===== config.mk =====
export PLATFORM = sky130hd
export DESIGN_NAME = rbd_datapath
export DESIGN_NICKNAME = d
export VERILOG_FILES = /design/src/verilog/rbd_pkg.sv /design/src/verilog/rbd_datapath.sv
export SDC_FILE = /design/constraint.sdc
export NUM_CORES = 1
export LEC_CHECK = 0
export BUFFER_PORTS_ARGS = -buffer_cell sky130_fd_sc_hd__clkbuf_2
export CAP_MARGIN = 40
export CORE_MARGIN = 2
export CORE_UTILIZATION = 45
export DETAILED_ROUTE_END_ITERATION = 10
export HOLD_SLACK_MARGIN = 0.03
export PLACE_DENSITY_LB_ADDON = 0.1
export SKIP_CTS_REPAIR_TIMING = 1
export SLEW_MARGIN = 20
export SYNTH_ARGS = -nofsm -noshare
export SYNTH_HDL_FRONTEND = slang
export SYNTH_SLANG_ARGS = --single-unit

===== constraint.sdc =====
create_clock -name sys_clk_in -period 3.5 [get_ports sys_clk_in]
set_clock_uncertainty 0.1 [all_clocks]
set_input_delay 0.35 -clock sys_clk_in [delete_from_list [all_inputs] [get_ports sys_clk_in]]
set_output_delay 0.35 -clock sys_clk_in [all_outputs]
set_load 0.01 [all_outputs]

===== src/verilog/rbd_pkg.sv =====
// Notes on behaviour
// - rotate right: bit 0 goes to bit 7 and carry; two clocks
// - rotate left: bit 7 goes to bit 0 and carry; two clocks
// - rotate right through carry as a nine-bit rotation
// - rotate left through carry as a nine-bit rotation
// - nibble rotate right between accumulator low nibble and pointed byte
// - nibble rotate left between accumulator low nibble and pointed byte
// - decimal fix after add or subtract sets zero, aux carry, carry; four clocks
// - short count for fast RAM or no data access, long count otherwise; accumulator bit ops also take the long count when slow_area is set
// - each read wait adds one clock to the long count
// - each write wait adds one clock to the long count of a writing op
// - one instruction clock is one cpu clock period; counts for internal ROM
package rbd_pkg;
  typedef enum logic [3:0] {
    RBD_ROR, RBD_ROL, RBD_ROTATE_RIGHT_THRU_CARRY, RBD_ROTATE_LEFT_THRU_CARRY, RBD_NRR, RBD_NRL,
    RBD_DAA, RBD_DAS, RBD_BIT_TO_CY, RBD_CY_TO_BIT
  } rbd_op_t;

  typedef struct packed {
    rbd_op_t op;
    logic [7:0] acc;
    logic [7:0] mem;
    logic [7:0] program_status_word;
    logic [2:0] bit_sel;
    logic slow_area;
    logic mem_src;
  } rbd_req_t;

  typedef struct packed {
    logic [7:0] acc;
    logic [7:0] mem;
    logic [7:0] program_status_word;
    logic mem_we;
    logic [5:0] clocks;
  } rbd_res_t;

  localparam int RBD_PSW_CY = 0;
  localparam int RBD_PSW_AC = 4;
  localparam int RBD_PSW_Z = 6;
  localparam logic [5:0] RBD_CLK_ROT = 6'h02;
  localparam logic [5:0] RBD_CLK_NIB_FAST = 6'h0A;
  localparam logic [5:0] RBD_CLK_NIB_SLOW = 6'h0C;
  localparam logic [5:0] RBD_CLK_DEC = 6'h04;
  localparam logic [5:0] RBD_CLK_BIT_RD_FAST = 6'h04;
  localparam logic [5:0] RBD_CLK_BIT_RD_SLOW = 6'h07;
  localparam logic [5:0] RBD_CLK_BIT_WR_FAST = 6'h04;
  localparam logic [5:0] RBD_CLK_BIT_WR_SLOW = 6'h08;
  localparam logic [7:0] RBD_RESET_BYTE = 8'h00;
  localparam logic [5:0] RBD_RESET_CLK = 6'h00;
endpackage


===== src/verilog/rbd_datapath.sv =====
`timescale 1ns/1ps
module rbd_datapath
  import rbd_pkg::*;
(
  // clock and reset
  input wire logic sys_clk_in,
  input wire logic resetn_in,
  // request
  input wire logic start_in,
  input wire rbd_req_t req_in,
  input wire logic [3:0] read_waits_in,
  input wire logic [3:0] write_waits_in,
  // result
  output logic done_out,
  output rbd_res_t res_out
);
  wire logic [7:0] a = req_in.acc;
  wire logic [7:0] m = req_in.mem;
  wire logic cy = req_in.program_status_word[RBD_PSW_CY];
  wire logic ac = req_in.program_status_word[RBD_PSW_AC];
  wire logic [5:0] rw = {2'h0, read_waits_in};
  wire logic [5:0] ww = {2'h0, write_waits_in};
  wire logic slow = req_in.slow_area;

  wire logic [7:0] ror_a = {a[0], a[7:1]};
  wire logic [7:0] rol_a = {a[6:0], a[7]};
  wire logic [7:0] rotate_right_thru_carry_a = {cy, a[7:1]};
  wire logic [7:0] rotate_left_thru_carry_a = {a[6:0], cy};
  wire logic [7:0] nrr_a = {a[7:4], m[3:0]};
  wire logic [7:0] nrr_m = {a[3:0], m[7:4]};
  wire logic [7:0] nrl_a = {a[7:4], m[7:4]};
  wire logic [7:0] nrl_m = {m[3:0], a[3:0]};

  wire logic lo_fix_add = ac || (a[3:0] > 4'h9);
  wire logic hi_fix_add = cy || (a > 8'h99);
  wire logic [7:0] add_fix = {hi_fix_add ? 4'h6 : 4'h0, lo_fix_add ? 4'h6 : 4'h0};
  wire logic [8:0] daa_sum = {1'b0, a} + {1'b0, add_fix};
  wire logic [7:0] daa_a = daa_sum[7:0];
  wire logic daa_cy = hi_fix_add;
  wire logic daa_ac = (a[3:0] + (lo_fix_add ? 4'h6 : 4'h0)) < a[3:0];
  wire logic [7:0] add_fix_sub = {cy ? 4'h6 : 4'h0, ac ? 4'h6 : 4'h0};
  wire logic [7:0] das_a = a - add_fix_sub;
  wire logic das_ac = ac && (a[3:0] < 4'h6);
  wire logic das_cy = cy;

  wire logic [7:0] bit_src = req_in.mem_src ? m : a;
  wire logic sel_bit = bit_src[req_in.bit_sel];
  wire logic [7:0] bit_mask = 8'h01 << req_in.bit_sel;
  wire logic [7:0] bit_wr = cy ? (bit_src | bit_mask) : (bit_src & ~bit_mask);

  wire logic [5:0] nib_clk = slow ? (RBD_CLK_NIB_SLOW + rw + ww) : RBD_CLK_NIB_FAST;
  wire logic [5:0] brd_clk = slow ? (RBD_CLK_BIT_RD_SLOW + rw) : RBD_CLK_BIT_RD_FAST;
  wire logic [5:0] bwr_clk = slow ? (RBD_CLK_BIT_WR_SLOW + rw + ww) : RBD_CLK_BIT_WR_FAST;

  rbd_res_t next_res;
  logic [7:0] next_psw;

  always_comb begin
    next_psw = req_in.program_status_word;
    next_res = '{acc: a, mem: m, program_status_word: req_in.program_status_word, mem_we: 1'b0, clocks: RBD_CLK_ROT};
    case (req_in.op)
      RBD_ROR: begin
        next_res.acc = ror_a;
        next_psw[RBD_PSW_CY] = a[0];
      end
      RBD_ROL: begin
        next_res.acc = rol_a;
        next_psw[RBD_PSW_CY] = a[7];
      end
      RBD_ROTATE_RIGHT_THRU_CARRY: begin
        next_res.acc = rotate_right_thru_carry_a;
        next_psw[RBD_PSW_CY] = a[0];
      end
      RBD_ROTATE_LEFT_THRU_CARRY: begin
        next_res.acc = rotate_left_thru_carry_a;
        next_psw[RBD_PSW_CY] = a[7];
      end
      RBD_NRR: begin
        next_res.acc = nrr_a;
        next_res.mem = nrr_m;
        next_res.mem_we = 1'b1;
        next_res.clocks = nib_clk;
      end
      RBD_NRL: begin
        next_res.acc = nrl_a;
        next_res.mem = nrl_m;
        next_res.mem_we = 1'b1;
        next_res.clocks = nib_clk;
      end
      RBD_DAA: begin
        next_res.acc = daa_a;
        next_psw[RBD_PSW_Z] = (daa_a == 8'h00);
        next_psw[RBD_PSW_AC] = daa_ac;
        next_psw[RBD_PSW_CY] = daa_cy;
        next_res.clocks = RBD_CLK_DEC;
      end
      RBD_DAS: begin
        next_res.acc = das_a;
        next_psw[RBD_PSW_Z] = (das_a == 8'h00);
        next_psw[RBD_PSW_AC] = das_ac;
        next_psw[RBD_PSW_CY] = das_cy;
        next_res.clocks = RBD_CLK_DEC;
      end
      RBD_BIT_TO_CY: begin
        next_psw[RBD_PSW_CY] = sel_bit;
        next_res.clocks = brd_clk;
      end
      RBD_CY_TO_BIT: begin
        if (req_in.mem_src) begin
          next_res.mem = bit_wr;
          next_res.mem_we = 1'b1;
        end else begin
          next_res.acc = bit_wr;
        end
        next_res.clocks = bwr_clk;
      end
      default: begin
        next_res.clocks = RBD_CLK_ROT;
      end
    endcase
    next_res.program_status_word = next_psw;
  end

  // one cpu clock per instruction clock
  logic [5:0] count;
  rbd_res_t held;
  wire logic busy = (count != RBD_RESET_CLK);
  wire logic last = (count == 6'h01);

  always_ff @(posedge sys_clk_in) begin
    if (!resetn_in) begin
      count <= RBD_RESET_CLK;
      held <= '{acc: RBD_RESET_BYTE, mem: RBD_RESET_BYTE, program_status_word: RBD_RESET_BYTE,
                mem_we: 1'b0, clocks: RBD_RESET_CLK};
      done_out <= 1'b0;
      res_out <= '{acc: RBD_RESET_BYTE, mem: RBD_RESET_BYTE, program_status_word: RBD_RESET_BYTE,
                   mem_we: 1'b0, clocks: RBD_RESET_CLK};
    end else begin
      done_out <= busy && last;
      if (busy && last) begin
        res_out <= held;
      end
      if (start_in && !busy) begin
        held <= next_res;
        count <= next_res.clocks - 6'h01;
        if (next_res.clocks == 6'h01) begin
          count <= RBD_RESET_CLK;
        end
      end else if (busy) begin
        count <= count - 6'h01;
      end
    end
  end
endmodule


== Word-level counts from Yosys, hierarchy flattened ==
Cells that the tools add are included.
Word-level totals
  register bits: 69
  output and inout port bits: 32
  logic and storage cells: 81
Operators by class
  $add $sub $neg: 10
  order comparisons: 5
  eq/ne operators: 11
  shift-type cells: 1
  mux-type cells: 24
  bitwise logic cells: 3
  reduce and logical (&&, ||, !) cells: 15
Operator list (count)
  8-bit one-hot mux with 9 select lines: 1
  8-bit 2-to-1 mux: 4
  6-bit 2-to-1 mux: 5
  6-bit one-hot mux with 4 select lines: 1
  8-bit one-hot mux with 3 select lines: 1
  4-bit by 3-bit == test with 1-bit output, second input constant: 4
  8-bit logical NOT: 2
  5-bit by 4-bit adder with 6-bit output: 2
  6-bit by 1-bit == test with 1-bit output, second input constant: 2
  3-bit 2-to-1 mux: 4
  6-bit by 1-bit subtractor with 6-bit output, second input constant: 2
  4-bit by 4-bit adder with 5-bit output, first input constant: 2
  8-bit by 7-bit adder with 8-bit output: 1
  8-bit bitwise AND: 1
  4-bit by 2-bit == test with 1-bit output, second input constant: 2
  4-bit == test, second input constant: 2
  8-bit greater-than comparator, second input constant: 1
  8-bit NOT: 1
  8-bit OR: 1
  2-bit OR reduction: 4
  1-bit by 3-bit left shift with 8-bit output, first input constant: 1
  8-bit by 7-bit subtractor with 8-bit output: 1
  1-bit one-hot mux with 2 select lines: 3
  6-bit nonzero test: 1
  other kinds (16): 20

== Logic depth before layout (Yosys ltp) ==
  word-level depth: 7
  gate-level depth with buffers: 12
  depth with buffers taken out: 12

== Worst setup path after synthesis ==
No wires, ideal clock.
  path type: input-to-reg
  start: input port read_waits_in[2]
  end: register count[0]
  setup time: 0.123 ns
  arrival: 2.410 ns
  slack: 0.867 ns
  cell stages on the path: 11
  buffers on the path: 0
  path through: inv_1 > ha_1 > xor2_1 > ha_1 > nand3b_1 > o211ai_1 > o21ai_0 > a211oi_1 > a41oi_2 > a221oi_1 > nor2b_1
On the way
  longest elaborated chain between the ends: 7
RTL lines
  start: declaration: line rbd_datapath.sv:11  | input wire logic [3:0] read_waits_in,
  4-bit by 4-bit adder with 5-bit output (on tied branches): line rbd_datapath.sv:53, rbd_datapath.sv:51
  5-bit by 4-bit adder with 6-bit output (on tied branches): line rbd_datapath.sv:53, rbd_datapath.sv:51
  6-bit 2-to-1 mux (on tied branches): line rbd_datapath.sv:53, rbd_datapath.sv:51
  6-bit one-hot mux with 4 select lines (*): line rbd_datapath.sv:61  | case (req_in.op)
  6-bit by 1-bit == test with 1-bit output (*): line rbd_datapath.sv:146  | if (next_res.clocks == 6'h01) begin
  6-bit 2-to-1 mux (*): line rbd_datapath.sv:146
  6-bit 2-to-1 mux (*): line rbd_datapath.sv:143  | if (start_in && !busy) begin
  end signal: assignment: line rbd_datapath.sv:145  | count <= next_res.clocks - 6'h01;
  end signal: assignment: line rbd_datapath.sv:150  | count <= count - 6'h01;
  end: declaration: line rbd_datapath.sv:125  | logic [5:0] count;
Mark *: on every way between the ends. The rest lies on a longest branch, timed or not.
A chain may end at the register's enable or synchronous reset.

== Worst setup path after layout ==
Ends and elaborated chain as after synthesis.

==> results.ini <==
[hold_path]
min_path_type = in -> reg
min_from = req_in[8]

[cells_and_area]
n_fill_cell = 1060
regArea_mm2 = 0.00138
layout.cells.non_filler = 817
final_cell_mix = nand2_1, clkbuf_2, dfxtp_1
stdcell_area_mm2 = 0.00543
multiInputGateArea_mm2 = 0.00316
final_common_cell = nand2_1
drive_gt1_share_pct = 16.9
area_growth_pct = 12.8
final_nets = 748
final_core_util_pct = 52.4
n_antenna_cell = 0

[grt]
grt_max_degree = 73
grt_pass1_wl_um = 22400
antenna_found_initial = 0
overflow = 0
grt_pass1_vias = 4507
track_usage_pct = 24.6

[floorplan]
core_area_mm2 = 0.0104
die_area_mm2 = 0.0115
num_rows = 37
boundaryPins = 76
die_h_um = 107
fp.dieW_um = 107
start_util_pct = 46.4

[critical_path]
crit_path_max_incr_delay_ps = 410
crit_path_end = count[0]$_SDFFE_PN0P_
r2r_end = held[29]$_SDFFE_PN0P_
path_max_fanout = 7
required_ps = 3630
cp_cell_sequence = clkbuf_2 -> inv_1 -> ha_1 -> xor2_1 -> ha_1 -> nand3b_1 -> o211ai_1 -> o21ai_0 -> a211oi_1 -> a41oi_2 -> a221oi_1 -> nor2b_1
crit_path_end_kind = flop
crit_slowest_cell = ha_1
critPathArrivalTime_ps = 2910
start_kind = input port
rrSetupSlack_ps = 1180
criticalPathCategory = in -> reg
setup.worst_path.start = read_waits_in[2]
regToRegStartpoint = count[2]$_SDFFE_PN0P_
worst_path_most_repeated_cell = ha_1
ff2ff_path_depth = 8

[logic_synthesis]
synth-edff-count = 0
syn_inst = 628
async_flop_share_pct = 0
synthDistinctLibCells = 61
yosysSeqAreaShare_pct = 28.7
syn_area_mm2 = 0.00481
synth_area_per_cell_um2 = 7.67
synth_ff_type = dfxtp_1
yosysWarningCount = 0
yosys_register_bits = 69
syn-num-nets = 699

[detailed_routing]
drc = 0
wl_per_cell_um = 17.0
first_pass_iters = 6
ant_nets = 0
vias = 4765
routed_wl_um = 13900
vias_per_cell = 5.83
drt_iter0_markers = 308

[sta]
final.period_utilization_pct = 79.2
hold_viol = 0
relSlewSlack_pct = 52.0
tightest_slew_ps = 713
post-route-min-period_ps = 2770
whs_ps = 145
slew_violations = 0
setup_violations = 0
fin_ws_ps = 728
rsz0062_at_grt = no
max_freq_mhz = 361
fin_setup_tns_ps = 0

[clocking]
clkLatencyLatePin_ps = 340
h-tree-depth = 3
cts_root_buf = clkbuf_8
cts.sinks = 69
cts_tree = built
cts_buffers = 9
cts.reportedPaths.clkPinSlew_ps = 70
cts_buffer_depth = 2

[power_and_ir_drop]
power_mw = 2.58
peakVddDrop_mv = 0.382
powerDensity_mw_per_mm2 = 475
leakage_nw = 2.32

[placed_design]
place_inst = 802
place_area_mm2 = 0.00525
dp_hpwl_um = 10200
portBuffers = 75
place_ws_ps = 385
gp_congestion = 0.927

[status]
status = finished, final reports clean

[job]
max_cap_viol_count = 0

sequential cells by signal, indices dropped and copies added, names as in the netlist:
register  cells
held         31
done_out      1
count         6
res_out      31
cells in the mapped netlist (all sizes together), types with 4 or more instances:
| master | number | share of area (%) |
|---|---|---|
| nand2 | 116 | 9.0 |
| dfxtp | 69 | 29 |
| o21ai | 46 | 4.8 |
| a21oi | 40 | 4.2 |
| clkbuf | 39 | 3.0 |
| a21boi | 38 | 5.9 |
| nor2 | 38 | 3.0 |
| ha | 25 | 6.5 |
| inv | 24 | 1.9 |
| mux2i | 19 | 4.0 |
| nand3 | 12 | 1.2 |
| a221oi | 9 | 1.6 |
| nand2b | 9 | 1.2 |
| nor2b | 9 | 1.2 |
| a31oi | 8 | 1.0 |
| nor3 | 8 | 0.83 |
| o211a | 8 | 1.7 |
| xor2 | 8 | 1.5 |
| buf | 7 | 0.81 |
| xnor2 | 7 | 1.3 |
| a211oi | 6 | 0.94 |
| nand3b | 6 | 0.94 |
| and2 | 5 | 0.65 |
| mux4 | 5 | 2.3 |
| o22ai | 5 | 0.65 |
| and3 | 4 | 0.52 |
| nand4 | 4 | 0.52 |
| o2111ai | 4 | 0.73 |
cell type report:
type                            instances  area share [%]
Multi-Input combinational cell        489            58.2
Sequential cell                        69            25.4
Timing Repair Buffer                   84            8.20
Tap cell                              136            3.13
Clock buffer                           12            3.04
Inverter                               24            1.66
Clock inverter                          3           0.369
power breakdown:
group | internal, mW | switching (mW) | total [mW] | leakage [nW]
clock | 0.310 | 0.288 | 0.598 | 0.0905
sequential | 0.935 | 0.0915 | 1.03 | 0.561
combinational | 0.368 | 0.586 | 0.954 | 1.67
metal layers:
layer,vias up,share of wire (%),global-route usage (%)
met2,114,49,42.8
met4,0,2.3,8.42
met3,25,4.8,4.96
li1,2333,-,-
met1,2293,43,30.3
met5,-,0,0
how the worst min path moves through the flow:
stage,to,slack [ps],cells past startpoint
after floorplan,res_out[28]$_SDFFE_PN0P_,340,2
after global placement,res_out[14]$_SDFFE_PN0P_,350,2
after detailed placement,res_out[12]$_SDFFE_PN0P_,360,2
after CTS,held[10]$_SDFFE_PN0P_,130,3
after global routing,held[9]$_SDFFE_PN0P_,140,3
final,held[10]$_SDFFE_PN0P_,150,3
kinds of logic (layout without fill, tap and decap cells):
kind of cell | after synthesis | in the layout | synth area share [%]
buf+inv | 70 | 123 | 5.72
fa+ha+maj | 27 | 27 | 7.33
compound gates | 193 | 193 | 27.0
mux | 27 | 27 | 6.99
flops | 69 | 69 | 28.7
simple gates | 227 | 227 | 21.6
xor+xnor | 15 | 15 | 2.73
critical path, delay by kind of cell:
kind	cells	cell delay [ps]
AO/OA/AOI/OAI	5	1190
adder cells (fa/ha/maj)	2	680
XOR/XNOR	1	280
AND/OR/NAND/NOR	2	220
buffers and inverters	2	180
Note: power is estimated with default switching activity, not from simulation.
